**config.mk**
```make
export PLATFORM = sky130hd
export DESIGN_NAME = bsd_top
export DESIGN_NICKNAME = d
export VERILOG_FILES = /design/src/bsd_pkg.sv /design/src/bsd_pin_sync.sv /design/src/bsd_boot_classify.sv /design/src/bsd_top.sv
export SDC_FILE = /design/constraint.sdc
export NUM_CORES = 1
export LEC_CHECK = 0
export ABC_AREA = 1
export BUFFER_PORTS_ARGS = -buffer_cell sky130_fd_sc_hd__buf_4
export CAP_MARGIN = 25
export CELL_PAD_IN_SITES_DETAIL_PLACEMENT = 0
export CELL_PAD_IN_SITES_GLOBAL_PLACEMENT = 1
export CORE_UTILIZATION = 25
export CTS_CLUSTER_SIZE = 28
export DETAILED_ROUTE_END_ITERATION = 12
export PLACE_DENSITY_LB_ADDON = 0.08
export RECOVER_POWER = 100
export SLEW_MARGIN = 20
export SYNTH_ARGS = -nofsm -noshare
export SYNTH_HDL_FRONTEND = slang
export SYNTH_SLANG_ARGS = --single-unit
```
**constraint.sdc**
```tcl
create_clock -name clk -period 3.2 [get_ports clk]
set_input_delay 0.32 -clock clk [delete_from_list [all_inputs] [get_ports clk]]
set_output_delay 0.32 -clock clk [all_outputs]
set_load 0.01 [all_outputs]
```
**src/bsd_pkg.sv**
```systemverilog
// Address map, boot codes and state types for the boot select and decode block
package bsd_pkg;

  localparam int          DEC_NUM  = 36;
  localparam int          PIN_W    = 4;
  localparam logic [31:0] ROM_BASE = 32'h0010_0000;
  localparam logic [31:0] L2_BASE  = 32'h0080_0000;
  localparam logic [31:0] CS3_BASE = 32'hb000_0000;

  localparam logic [3:0] BOOT_NONE     = 4'h0;
  localparam logic [3:0] BOOT_HOST_HPI = 4'h1;
  localparam logic [3:0] BOOT_EMIF_ROM = 4'h4;
  localparam logic [3:0] BOOT_I2C_MST  = 4'h5;
  localparam logic [3:0] BOOT_I2C_SLV  = 4'h6;
  localparam logic [3:0] BOOT_HOST_PCI = 4'h7;

  localparam logic [3:0] MODE_RST = 4'h0;

  typedef enum logic [5:0] {
    TGT_NONE, TGT_ROM, TGT_L2, TGT_L1P, TGT_L1D, TGT_CORE,
    TGT_HOST, TGT_SP0_REG, TGT_SP1_REG, TGT_TMR0, TGT_TMR1,
    TGT_MCLK, TGT_SCLK, TGT_DMA_CC, TGT_DMA_TC0, TGT_DMA_TC1,
    TGT_DMA_TC2, TGT_DMA_TC3, TGT_CHIP, TGT_DEV_STATE, TGT_GPIO,
    TGT_I2C, TGT_PCI_CTRL, TGT_ETH_CTRL, TGT_ETH_MOD, TGT_MDIO,
    TGT_ETH_DESC, TGT_SP0_DATA, TGT_SP1_DATA, TGT_PCI_MEM,
    TGT_EXT_CFG, TGT_DDR_CFG, TGT_CS2, TGT_CS3, TGT_CS4, TGT_CS5,
    TGT_DDR_CS0
  } bsd_target_e;

  typedef enum logic [2:0] {
    ST_SAMPLE, ST_DECIDE, ST_HW_WAIT, ST_SW_BOOT, ST_RUN
  } bsd_state_e;

  // First and last byte of each window, in enum order after TGT_NONE
  localparam logic [63:0] DEC_MAP [DEC_NUM] = '{
    {ROM_BASE,      32'h0010_7fff},
    {L2_BASE,       32'h008f_ffff},
    {32'h00e0_0000, 32'h00e0_7fff},
    {32'h00f0_0000, 32'h00f0_7fff},
    {32'h0180_0000, 32'h01bf_ffff},
    {32'h0288_0000, 32'h028b_ffff},
    {32'h028c_0000, 32'h028f_ffff},
    {32'h0290_0000, 32'h0293_ffff},
    {32'h0294_0000, 32'h0297_ffff},
    {32'h0298_0000, 32'h0299_ffff},
    {32'h029a_0000, 32'h029a_01ff},
    {32'h029c_0000, 32'h029c_01ff},
    {32'h02a0_0000, 32'h02a0_7fff},
    {32'h02a2_0000, 32'h02a2_7fff},
    {32'h02a2_8000, 32'h02a2_ffff},
    {32'h02a3_0000, 32'h02a3_7fff},
    {32'h02a3_8000, 32'h02a3_ffff},
    {32'h02a8_0000, 32'h02ab_ffff},
    {32'h02ac_0000, 32'h02af_ffff},
    {32'h02b0_0000, 32'h02b0_3fff},
    {32'h02b0_4000, 32'h02b3_ffff},
    {32'h02c0_0000, 32'h02c3_ffff},
    {32'h02c8_0000, 32'h02c8_0fff},
    {32'h02c8_1000, 32'h02c8_17ff},
    {32'h02c8_1800, 32'h02c8_1fff},
    {32'h02c8_2000, 32'h02c8_3fff},
    {32'h3000_0000, 32'h3000_00ff},
    {32'h3400_0000, 32'h3400_00ff},
    {32'h4000_0000, 32'h4fff_ffff},
    {32'h7000_0000, 32'h77ff_ffff},
    {32'h7800_0000, 32'h7fff_ffff},
    {32'ha000_0000, 32'ha07f_ffff},
    {CS3_BASE,      32'hb07f_ffff},
    {32'hc000_0000, 32'hc07f_ffff},
    {32'hd000_0000, 32'hd07f_ffff},
    {32'he000_0000, 32'hefff_ffff}
  };

endpackage : bsd_pkg

```
**src/bsd_pin_sync.sv**
```systemverilog
// Three-stage pin synchroniser with agreement flag
`timescale 1ns/1ps
module bsd_pin_sync #(
  parameter int W = 4
) (
  input  wire logic         clk,
  input  wire logic [W-1:0] pin_in,
  output logic      [W-1:0] pin_sync,
  output logic              pin_stable
);

  logic [W-1:0] s1_q;
  logic [W-1:0] s2_q;
  logic [W-1:0] s3_q;

  // Free running so the pins are captured while reset is held
  always_ff @(posedge clk) begin
    s1_q <= pin_in;
    s2_q <= s1_q;
    s3_q <= s2_q;
  end

  assign pin_sync   = s3_q;
  assign pin_stable = (s2_q == s3_q);

endmodule : bsd_pin_sync

```
**src/bsd_boot_classify.sv**
```systemverilog
// Boot code classifier: hardware or software boot and start address
`timescale 1ns/1ps
module bsd_boot_classify (
  input  wire logic [3:0]  mode,
  output logic             is_hw,
  output logic             wait_host,
  output logic [31:0]      start_addr
);

  always_comb begin
    is_hw      = 1'b0;
    wait_host  = 1'b0;
    start_addr = bsd_pkg::ROM_BASE;
    case (mode)
      bsd_pkg::BOOT_NONE: begin
        is_hw      = 1'b1;
        start_addr = bsd_pkg::L2_BASE;
      end
      bsd_pkg::BOOT_HOST_HPI: begin
        is_hw      = 1'b1;
        wait_host  = 1'b1;
        start_addr = bsd_pkg::L2_BASE;
      end
      bsd_pkg::BOOT_EMIF_ROM: begin
        is_hw      = 1'b1;
        start_addr = bsd_pkg::CS3_BASE;
      end
      default: begin
        is_hw      = 1'b0;
        start_addr = bsd_pkg::ROM_BASE;
      end
    endcase
  end

endmodule : bsd_boot_classify

```
**src/bsd_top.sv**
```systemverilog
// Boot start logic and device address decoder
// What this block does
// - Boot starts by itself after every reset
// - Boot mode taken from four pins at reset
// - Software boot runs ROM loader at ROM base
// - Hardware boot runs without processor instructions
// - ROM window decodes 32K bytes
// - Second-level RAM decodes 1M bytes
// - First-level program and data SRAM windows
// - Core-cluster register window of 4M bytes
// - Host port, serial ports and timer windows
// - Main and secondary clock controller windows
// - DMA channel and four transfer controllers
// - Chip, device state, GPIO and I2C windows
// - PCI control and Ethernet windows
// - Serial port data windows of 256 bytes
// - PCI external memory space of 256M
// - External memory and DDR configuration windows
// - Chip-select spaces two to five, 8M each
// - DDR chip-select zero space of 256M
// - Chip-selects zero and one do not exist
`timescale 1ns/1ps
module bsd_top (
  input  wire logic                 clk,
  input  wire logic                 rst_b,
  input  wire logic [3:0]           boot_select_pins,
  input  wire logic                 host_boot_done,
  input  wire logic                 bootloader_done,
  input  wire logic                 acc_req,
  input  wire logic [31:0]          acc_addr,
  output bsd_pkg::bsd_target_e      acc_target_q,
  output logic                      acc_ack_q,
  output logic                      acc_reserved_q,
  output logic [3:0]                boot_mode_q,
  output logic                      boot_hw_q,
  output logic                      boot_done_q,
  output logic                      cpu_release_q,
  output logic [31:0]               cpu_start_addr_q,
  output bsd_pkg::bsd_target_e      start_target_q,
  output logic                      rom_clock_limit_q
);

  bsd_pkg::bsd_state_e state_q;
  bsd_pkg::bsd_state_e state_d;
  logic [3:0]          pins_sync;
  logic                pins_stable;
  logic                cls_hw;
  logic                cls_wait;
  logic [31:0]         cls_addr;
  logic                rel_seen_q;
  bsd_pkg::bsd_target_e acc_dec;

  // Range lookup over the address map
  function automatic bsd_pkg::bsd_target_e decode(input logic [31:0] a);
    bsd_pkg::bsd_target_e t;
    t = bsd_pkg::TGT_NONE;
    for (int i = 0; i < bsd_pkg::DEC_NUM; i++) begin
      if (a >= bsd_pkg::DEC_MAP[i][63:32] && a <= bsd_pkg::DEC_MAP[i][31:0]) begin
        t = bsd_pkg::bsd_target_e'(6'(i + 1));
      end
    end
    return t;
  endfunction : decode

  bsd_pin_sync #(
    .W (bsd_pkg::PIN_W)
  ) u_sync (
    .clk        (clk),
    .pin_in     (boot_select_pins),
    .pin_sync   (pins_sync),
    .pin_stable (pins_stable)
  );

  bsd_boot_classify u_cls (
    .mode       (boot_mode_q),
    .is_hw      (cls_hw),
    .wait_host  (cls_wait),
    .start_addr (cls_addr)
  );

  always_comb begin
    state_d = state_q;
    case (state_q)
      bsd_pkg::ST_SAMPLE: begin
        if (pins_stable) begin
          state_d = bsd_pkg::ST_DECIDE;
        end
      end
      bsd_pkg::ST_DECIDE: begin
        if (!cls_hw) begin
          state_d = bsd_pkg::ST_SW_BOOT;
        end else if (cls_wait) begin
          state_d = bsd_pkg::ST_HW_WAIT;
        end else begin
          state_d = bsd_pkg::ST_RUN;
        end
      end
      bsd_pkg::ST_HW_WAIT: begin
        if (host_boot_done) begin
          state_d = bsd_pkg::ST_RUN;
        end
      end
      bsd_pkg::ST_SW_BOOT: begin
        if (bootloader_done) begin
          state_d = bsd_pkg::ST_RUN;
        end
      end
      bsd_pkg::ST_RUN: begin
        state_d = bsd_pkg::ST_RUN;
      end
      default: begin
        state_d = bsd_pkg::ST_SAMPLE;
      end
    endcase
  end

  always_ff @(posedge clk) begin
    if (!rst_b) begin
      state_q <= bsd_pkg::ST_SAMPLE;
    end else begin
      state_q <= state_d;
    end
  end

  always_ff @(posedge clk) begin
    if (!rst_b) begin
      boot_mode_q <= bsd_pkg::MODE_RST;
    end else if (state_q == bsd_pkg::ST_SAMPLE && pins_stable) begin
      boot_mode_q <= pins_sync;
    end
  end

  always_ff @(posedge clk) begin
    if (!rst_b) begin
      boot_hw_q <= 1'b0;
    end else if (state_q == bsd_pkg::ST_DECIDE) begin
      boot_hw_q <= cls_hw;
    end
  end

  always_ff @(posedge clk) begin
    if (!rst_b) begin
      cpu_release_q    <= 1'b0;
      cpu_start_addr_q <= bsd_pkg::ROM_BASE;
      start_target_q   <= bsd_pkg::TGT_NONE;
    end else begin
      if (state_q == bsd_pkg::ST_DECIDE) begin
        cpu_start_addr_q <= cls_addr;
        start_target_q   <= decode(cls_addr);
      end
      if (state_q == bsd_pkg::ST_DECIDE && !(cls_hw && cls_wait)) begin
        cpu_release_q <= 1'b1;
      end else if (state_q == bsd_pkg::ST_HW_WAIT && host_boot_done) begin
        cpu_release_q <= 1'b1;
      end
    end
  end

  // Flags clock limit during loader run
  always_ff @(posedge clk) begin
    if (!rst_b) begin
      rom_clock_limit_q <= 1'b0;
    end else if (state_q == bsd_pkg::ST_DECIDE) begin
      rom_clock_limit_q <= !cls_hw;
    end else if (state_q == bsd_pkg::ST_SW_BOOT && bootloader_done) begin
      rom_clock_limit_q <= 1'b0;
    end
  end

  always_ff @(posedge clk) begin
    if (!rst_b) begin
      boot_done_q <= 1'b0;
    end else if (state_d == bsd_pkg::ST_RUN) begin
      boot_done_q <= 1'b1;
    end
  end

  assign acc_dec = decode(acc_addr);

  always_ff @(posedge clk) begin
    if (!rst_b) begin
      acc_ack_q      <= 1'b0;
      acc_target_q   <= bsd_pkg::TGT_NONE;
      acc_reserved_q <= 1'b0;
    end else begin
      acc_ack_q <= acc_req;
      if (acc_req) begin
        acc_target_q   <= acc_dec;
        acc_reserved_q <= (acc_dec == bsd_pkg::TGT_NONE);
      end
    end
  end

  // Release marker for reset checks
  always_ff @(posedge clk) begin
    rel_seen_q <= rst_b;
  end
endmodule : bsd_top

```
==> results.md, run 1 <==
* Fmax at 417 MHz
* Fin. max-slew vios at 0
* Filler instances at roughly 1200
* First-pass GRT wire length at between 10000 and 15000 um
* Pleak at 1.46 nW
* Post-Syn Area at between 0.002 and 0.003 mm2
* Layout cells sized above 1 at 15.8%
* Avg Synthesized Cell Area at 6.52 um2
* I/O Buffers at 58
* Max rail drop VDD at between 0.00015 and 0.0002 V
* IO Count at 95
* Largest net degree at the start of global routing at 14
* Max stage delay on crit path at 0.44 ns
* Synth unique cells at 39
* CP max-delay cell: nor2_1
* Placed cell areas at 0.00308 mm2
* Final ANT Viol Nets at 0
* Max-Cap Viols at 0
* Slew margin rel. at roughly 58%
* Layout area overhead at 18.0%
* CP Launch Type: input port
* Vias in the first global route at 2410
* Leading cell type in the layout, fill and taps excluded: nand2_1
* CP Cell Sequence: buf_4 -> inv_2 -> nand2_2 -> nor2_4 -> nand2_4 -> nor2_1 -> nand4_1 -> nand4_1 -> nand2_1 -> nor2_4 -> nand3_1 -> nor2_1 -> nand2_1 -> nor2_1 -> nand4_1 -> nand2_1
* FF-to-FF setup slack at 1.06 ns
* CTS Buffer Depth at 2
* Nets at around 500
* Mapped Cells at 402
* Clk Latency, worst-skew pair at 0.28 ns
* Most frequent cells in the layout: nand2_1, nor2_1, inv_1, dfxtp_1
* Critical path class: input port to register
* Power density over the cells at 378 mW/mm2
* Total gr overflow at 0
* CP max FO at 9
* R2R depth at 8
* Cts bufs inserted at 5
* FF+latch count, synth at 38
* Routed WL at 7150 um
* DR WL/cell at ~12 um
* Core area at 0.0102 mm2
* Worst path top cell family by delay: simple AND/OR/NAND/NOR gates
* WP data arrival at 2.63 ns
* Max Clock Skew at between 0.005 and 0.006 ns
* CP required at 3.43 ns
* Hpwl dp at 5890 um
* Starting Density at 25.6%
* Critical Path End Type: register
* CTS clk-pin slew, worst paths at 0.08 ns
* CP Depth at 16
* Critical path origin: acc_addr[29]
* Number of diodes at 0
* H-tree Lvls at 2
* Post-CTS sizing at 0
* Initial antenna violation count at 0
* Register area share after synthesis at 29.0%
* Util after Layout at a little under a third
* FF-to-FF End: boot_done_q
* Final setup viols at 0
* Final hold vios at 0
* Fin Setup TNS at 0 ns
* Total GRT Usage at 13.5%
* DRT iter0 DRCs at 70
* Horiz. Die Dim at about 100 um
* CP bufs+invs at 2
* CTS tree: built
* TritonCTS Sinks at 38
* Cell row count at 37
* Drt via density at around 4.3
* RD Place Congestion at 0.830
* Worst-Margin Slew at 0.623 ns
* RSZ-0062 raised after global routing: no
* Final Instance Area at 0.00309 mm2
* Outcome: finished, final reports clean
* Root Buffer Master: clkbuf_8
* 1st-pass router iterations at 4
* Worst setup path endpoint: acc_reserved_q
* Final Critical Period at 2.40 ns
* Hold WC Path Type: input port to register
* Die area at 0.0109 mm2
* Post-CTS Setup Bufs at 0
* Residual DRC at 0
* Via Count at ~2600
* Hold Buf Count CTS at 0
* Fin crit share at about 75%
* RR Startpoint: state_q[0]
* Synth warn at 0
* Die Y at 104 um
==> report_power, final <==
| group | internal (W) | total, W | switching [W] |
|---|---|---|---|
| sequential | 0.000494 | 0.000508 | 0.0000137 |
| clock | 0.000312 | 0.000484 | 0.000172 |
| combinational | 0.0000609 | 0.000177 | 0.000116 |
==> cell type report <==
cell class,instances,area [um2],share of cell area (%)
clock buffers,5,68.8,2.23
clock inverters,3,68.8,2.23
inverters,56,214,6.92
multi-input cells,301,1480,47.8
flip-flops and latches,38,761,24.6
well taps,136,170,5.50
repair buffers,58,330,10.7
==> flip-flops by register name, indices dropped and copies added, names as in the netlist, 3 cells and up <==
name              flops
u_sync.s2_q           4
u_sync.pin_sync       4
cpu_start_addr_q      3
start_target_q        4
u_sync.s1_q           4
acc_target_q          6
state_q               3
boot_mode_q           4
==> how the worst min path moves through the flow <==
stage	endpoint	cells past startpoint	start	slack, ns
after floorplan	u_sync.s2_q[0]	0	u_sync.s1_q[0]	0.31
after global placement	u_sync.s2_q[1]	0	u_sync.s1_q[1]	0.31
after detailed placement	u_sync.s2_q[0]	0	u_sync.s1_q[0]	0.31
after CTS	u_sync.s1_q[1]	1	boot_select_pins[1]	0.12
after global routing	u_sync.s1_q[1]	1	boot_select_pins[1]	0.13
final	u_sync.s1_q[1]	1	boot_select_pins[1]	0.15
==> per-stage QoR <==
stage               hold WS [ns]  instances  setup WS, ns  total power (W)
detailed placement         0.314        589         0.812         0.000709
global route               0.128        597         0.450          0.00124
CTS                        0.125        597          1.04          0.00119
floorplan                  0.310        429          1.34         0.000645
finish                     0.153        597         0.799          0.00117
global placement           0.311        589         0.837         0.000709
==> synthesized netlist by cell type, drive strengths merged <==
cell | count | area share [%]
or2 | 2 | 0.48
clkinv | 3 | 0.48
a22o | 2 | 0.67
nand3 | 31 | 7.0
o31ai | 1 | 0.29
xnor2 | 2 | 0.67
o221ai | 2 | 0.67
nor4 | 1 | 0.24
a31oi | 2 | 0.48
inv | 53 | 7.7
a21oi | 15 | 2.9
o2111ai | 1 | 0.33
nor3 | 20 | 4.2
nor2 | 70 | 13
buf | 32 | 9.1
o21a | 2 | 0.57
o21ai | 21 | 4.4
dfxtp | 38 | 29
nand2 | 83 | 13
o211ai | 2 | 0.57
conb | 1 | 0.14
clkbuf | 2 | 0.29
xor2 | 2 | 0.67
nand4 | 14 | 3.6
==> metal layers <==
metal  track usage [%]  routed length, um  up-vias
met4              1.84                 26        0
met2              21.6               3050       63
met1              19.1               3790     1143
met5                 0                  0        -
li1                  -                  -     1365
met3              2.51                287        2
==> cell families (layout without fill, tap and decap cells) <==
logic type,after synthesis,after routing,share of synthesized area (%)
compound gates,48,48,10.9
xor+xnor,4,4,1.34
buf+inv,90,122,17.5
flops,38,38,29.0
other cells,1,28,0.143
simple gates,221,221,41.1
Power figures use the tool's default switching activity.
==> run 2: changes to the inputs <==
==> constraint.sdc (replaced) <==
create_clock -name clk -period 1.97 [get_ports clk]
set_input_delay 0.197 -clock clk [delete_from_list [all_inputs] [get_ports clk]]
set_output_delay 0.197 -clock clk [all_outputs]
set_load 0.01 [all_outputs]
==> run 2 against run 1 <==
Hold slack worse by 0.11 ns. Clock skew is 0.00067 ns higher. Clock power is 11% higher. Sequential share of layout area is 4.1 points lower. Power is 49% higher. Design area is 20% higher.
==> results.md, run 2 (synthesized netlist as in run 1, its figures left out) <==
* Outcome: finished, final reports clean
* Worst-Margin Slew at 0.542 ns
* Die Y at 104 um
* Biggest register: acc_target_q
* Fmax at 545 MHz
* Cell row count at 37
* Number of flip-flops under the largest register name at 6
* Max Clock Skew at 0.00616 ns
* Most frequent cells in the layout: buf_4, nand2_1, nor2_1, inv_1, dfxtp_1
* Max stage delay on crit path at 0.20 ns
* CP required at 2.15 ns
* CP max-delay cell: nor2_4
* I/O Buffers at 58
* Filler instances at 1161
* Nets at 570
* CTS tree: built
* Drt via density at 4.29
* Routed WL at 7580 um
* Placed cells at 650
* Vias in the first global route at ~2700
* Starting Density at 25.6%
* Final hold vios at 0
* CTS Buffer Depth at 2
* Core area at 0.0102 mm2
* CTS clk-pin slew, worst paths at 0.07 ns
* Root Buffer Master: clkbuf_8
* First-pass GRT wire length at 12400 um
* Hpwl dp at approximately 6300 um
* IO Count at 95
* DR WL/cell at between 10 and 15 um
* Final setup viols at 0
* Fin crit share at 93.1%
* Largest net degree at the start of global routing at 14
* Initial antenna violation count at 0
* H-tree Lvls at 2
* Residual DRC at 0
* Worst path top cell family by delay: simple AND/OR/NAND/NOR gates
* Layout area overhead at 41.9%
* Critical path class: input port to register
* Final Instance Area at 0.00372 mm2
* Via Count at 2854
* Cts bufs inserted at 5
* Max-Cap Viols at 0
* CP max FO at 8
* Total gr overflow at 0
* 1st-pass router iterations at 4
* Final ANT Viol Nets at 0
* Max rail drop VDD at 0.000328 V
* Number of diodes at 0
* Critical Path End Type: register
* Non-filler cells, final at 666
* WP data arrival at 2.01 ns
* Horiz. Die Dim at about 100 um
* Layout cells sized above 1 at 30.4%
* CP Cell Sequence: buf_8 -> inv_4 -> nand2_4 -> nor2_4 -> nand2_8 -> nor2_4 -> nand4_1 -> nand3_4 -> nand3_2 -> nor2_1 -> nand4_1 -> nor2_2 -> nand4_1 -> nor2_2 -> nand3_1 -> nand2_1 -> nand2_1
* Fin. max-slew vios at 0
* TritonCTS Sinks at 38
* RD Place Congestion at about 0.82
* Slew margin rel. at between 60 and 70%
* RSZ-0062 raised after global routing: yes
* Most used cell, CP: nand4_1
* Placed cell areas at around 0.0035 mm2
* CP bufs+invs at 2
* Clk Latency, worst-skew pair at 0.28 ns
* CP Launch Type: input port
* Hold WC Path Type: input port to register
* Die area at 0.0109 mm2
* Leading cell type in the layout, fill and taps excluded: buf_4
* Final Critical Period at 1.83 ns
* Power density over the cells at about 470 mW/mm2
* DRT iter0 DRCs at 101
* Pleak at 1.81 nW
* Total GRT Usage at 13.9%
* Tot Pwr at 0.00174 W
* Worst hold slack at between 0.03 and 0.04 ns
run 2: changes by cell type in the layout (fill, tap and decap cells not counted), moves of 2 or more:
cell	delta
nor2_2	+5
clkbuf_1	+2
nor2_1	-9
inv_1	-3
nor3_2	+2
nand2_1	-5
buf_6	+4
buf_4	+62
nor2_4	+3
nor3_1	-2
bufinv_16	-2
inv_4	+3
nand2_2	+4
run 2: report_power, final:
group          internal [W]  leakage, nW  switching (W)
clock network      0.000282       0.0482       0.000254
logic              0.000168         1.45       0.000211
registers          0.000803        0.312      0.0000218
total               0.00125         1.81       0.000486
run 2: layout make-up:
type	instances	area [um2]	area share, %
multi-input cells	301	1610	43.2
repair buffers	127	870	23.4
flip-flops and latches	38	761	20.5
inverters	56	220	5.92
well taps	136	170	4.58
clock buffers	7	86.3	2.32
clock inverters	1	5.00	0.135
run 2: layer usage:
| layer | part of all wire (%) | vias to the layer above | routed length, um | global-route usage [%] |
|---|---|---|---|---|
| met2 | 46 | 73 | 3470 | 23.7 |
| met5 | 0 | - | 0 | 0 |
| met4 | 0.30 | 0 | 23 | 1.43 |
| li1 | - | 1499 | - | - |
| met3 | 4.7 | 4 | 357 | 2.26 |
| met1 | 49 | 1278 | 3730 | 18.8 |
run 2: path summary, 6_finish.rpt:
check,end,from,depth (start not counted),slack [ns]
setup / recovery,acc_target_q[0],acc_addr[31],17,0.14
hold / removal,u_sync.s1_q[3],boot_select_pins[3],1,0.04
setup reg to reg,cpu_start_addr_q[23],state_q[0],7,0.43
hold reg to reg,u_sync.s2_q[1],u_sync.s1_q[1],0,0.33
run 2: through the flow:
stage	TNS, ns	utilization [%]	setup slack (ns)
after floorplan	0	-	0.230
after global routing	-0.0942	36.3	-0.0655
final	0	36.3	0.135
after detailed placement	-0.461	34.6	-0.161
after CTS	0	35.5	0.131
after global placement	-0.305	34.6	-0.127
run 2: repair_timing:
action,CTS,global route
setup endpoints to repair,0,2
gates resized for setup,0,37
hold buffers,0,1
setup buffers,0,7
endpoints found under the hold margin,0,1
run 2: worst register-to-register path: cells and delay by family, from the launching register on:
| family | cells | cell delay, ns |
|---|---|---|
| buffers and inverters | 4 | 0.50 |
| DFF | 1 | 0.35 |
| and+or+nand+nor | 2 | 0.50 |
| AOI/OAI and AO/OA | 1 | 0.12 |
==> run 3: changes to the inputs <==
--- a/config.mk
+++ b/config.mk
@@ -5,9 +5,9 @@
 export SDC_FILE = /design/constraint.sdc
 export NUM_CORES = 1
 export LEC_CHECK = 0
-export ABC_AREA = 1
+export ABC_AREA = 0
 export BUFFER_PORTS_ARGS = -buffer_cell sky130_fd_sc_hd__buf_4
-export CAP_MARGIN = 25
+export CAP_MARGIN = 10
 export CELL_PAD_IN_SITES_DETAIL_PLACEMENT = 0
 export CELL_PAD_IN_SITES_GLOBAL_PLACEMENT = 1
 export CORE_UTILIZATION = 25
==> run 3 against run 2 <==
First-iteration DRC count rose by 3.0%. Design area fell by 9.9%. Critical endpoint is now acc_reserved_q. Sequential share of layout area rose by 2.3 points. Largest cell class unchanged. Combinational power barely moved. Global-route usage rose by 0.62 points. Worst setup slack got worse by 0.028 ns. Fmax fell by 1.5%. Register-to-register slack got worse by 0.31 ns. Area after synthesis fell by 1.8%. Final cell count fell by 19%.
==> results.md, run 3 <==
* Outcome: finished, final reports clean
* First-pass GRT wire length at 11800 um
* Synth unique cells at 67
* Starting Density at about a quarter
* Hpwl dp at 6140 um
* Mapped Cells at 302
* CP max FO at 4
* Number of diodes at 0
* CTS tree: built
* Vias in the first global route at ~2300
* Max Clock Skew at 0.00836 ns
* WP data arrival at ~2 ns
* Sequential share of power at 46.7%
* DRT iter0 DRCs at 104
* Pleak at between 1 and 1.5 nW
* Final hold vios at 0
* Synth cell count leaders: dfxtp_1, buf_4, nand2_1, nor2b_1, o21ai_0
* Most frequent cells in the layout: buf_4, dfxtp_1, clkbuf_1, conb_1, nand2_1
* 1st-pass router iterations at 6
* Final setup viols at 0
* Critical path class: input port to register
* Total gr overflow at 0
* DR WL/cell at roughly 14 um
* Routed WL at 7540 um
* Die Y at 103 um
* CTS clk-pin slew, worst paths at 0.07 ns
* Initial antenna violation count at 0
* Via Count at between 2000 and 2500
* Avg Synthesized Cell Area at between 8 and 9 um2
* TritonCTS Sinks at 38
* NetSw at 0.000494 W
* Post-synth ARST share at 0%
* CTS Buffer Depth at 2
* Post-Syn Area at between 0.002 and 0.003 mm2
* Hold WC Path Type: input port to register
* Post-synth top area share at 29.6%
* Core area at ~0.0099 mm2
* Power density over the cells at approximately 520 mW/mm2
* Fmax at ~540 MHz
* H-tree Lvls at 2
* CP required at 2.14 ns
* Die area at 0.0107 mm2
* Largest cells by area after synthesis: dfxtp_1, buf_4, nor2b_1
* Combinational share of power at between 20% and 30%
* Horiz. Die Dim at 103 um
* Biggest register: acc_target_q
* Total GRT Usage at around 15%
* Slew margin rel. at 29.7%
* Clock share of power at 31.9%
* Critical Path End Type: register
* Residual DRC at 0
* RD Place Congestion at 0.817
* Placed cells at 525
* CP Launch Type: input port
* Layout area overhead at 30.1%
* Sw Share at 28.2%
* Final Critical Period at 1.86 ns
* FF+latch count, synth at 38
* Non-filler cells, final at 537
* Fin. max-slew vios at 0
* Number of enable flip-flop cells after synthesis at 0
* Final ANT Viol Nets at 0
* Max-Cap Viols at 0
* Number of flip-flops under the largest register name at 6
* Cts bufs inserted at 5
* Leading cell type in the layout, fill and taps excluded: buf_4
* Root Buffer Master: clkbuf_8
* Tot Pwr at 0.00175 W
* Ys flop type: dfxtp_1
* FF-to-FF setup slack at 0.12 ns
* Drt via density at 4.59
* Fin crit share at 94.6%
* Nets at 444
* Register area share after synthesis at 29.6%
* Leading area contributor after synthesis: dfxtp_1
* Cell row count at 36
* IO Count at 95
* Largest net degree at the start of global routing at 28
* Synth warn at 0
* P_int at approximately 0.0013 W
* Clk Latency, worst-skew pair at 0.29 ns
* I/O Buffers at 58
* Max rail drop VDD at 0.000243 V
* Worst-Margin Slew at 1.05 ns
* Layout cells sized above 1 at 27.0%
* Top-count cell post-synth: dfxtp_1
* RSZ-0062 raised after global routing: no
==> run 3: cell types whose count changed in the layout (fill, tap and decap cells not counted), moves of 10 or more <==
cell	before	now
buf_4	88	78
nand3_1	26	10
nand2_1	71	22
nor2b_1	0	18
nor2_1	52	9
inv_1	43	5
==> run 3: cell families (layout without fill, tap and decap cells) <==
family          after synthesis  after routing  synth area share [%]
xor+xnor                      7              7                  2.38
simple gates                129            129                  31.9
flops                        38             38                  29.6
buf+inv                      56            131                  15.5
mux                           6              6                  2.33
other cells                   1             28                 0.146
compound gates               65             65                  18.1
==> run 3: repair_timing <==
item,CTS,global route
resized for setup,0,0
hold endpoints to repair,3,1
setup buffers,0,0
hold buffers,3,1
==> run 3: cell type report <==
cell class,count,area [um2]
Clock buffer,6,82.6
Clock inverter,2,12.5
Fill cell,1079,6520
Inverter,5,18.8
Multi-Input combinational cell,235,1510
Sequential cell,38,761
Tap cell,133,166
Timing Repair Buffer,118,800
==> run 3: power groups by stage <==
stage	Clock [W]	Sequential, W	Combinational, W
floorplan	0	0.000841	0.000242
global placement	0	0.000838	0.000389
detailed placement	0	0.000838	0.000388
CTS	0.000585	0.000820	0.000394
global route	0.000619	0.000823	0.000417
finish	0.000559	0.000819	0.000376
==> run 3: layer usage <==
metal	track usage, %	share of wire (%)	up-vias
li1	-	-	1245
met1	19.5	49	1151
met5	0	0	-
met2	24.3	46	67
met3	2.55	4.8	4
met4	2.93	0.78	0
==> run 3: path summary, 6_finish.rpt <==
kind | startpoint | end | depth (start not counted)
max reg2reg | state_q[0] | boot_mode_q[2] | 5
max | acc_addr[18] | acc_reserved_q | 8
min reg2reg | u_sync.s1_q[1] | u_sync.s2_q[1] | 0
min | acc_req | acc_reserved_q | 2
==> run 3: worst max-delay path: stages <==
cell	delay [ns]
clkbuf_1	0.11
or4_4	0.59
o32a_1	0.36
nor4b_2	0.32
nor4_1	0.10
and3b_1	0.20
nand3_1	0.09
o22ai_1	0.07
==> run 3: metrics by stage <==
stage	area (um2)	hold slack, ns	utilization (%)	TNS (ns)	worst slack, ns
floorplan	2680	0.225	-	-0.0572	-0.0572
global placement	3330	0.302	33.8	-0.474	-0.155
detailed placement	3330	0.303	33.8	-0.557	-0.203
CTS	3450	0.000924	35.0	0	0.107
global route	3350	0.203	34.0	0	0.0214
finish	3350	0.196	34.0	0	0.107
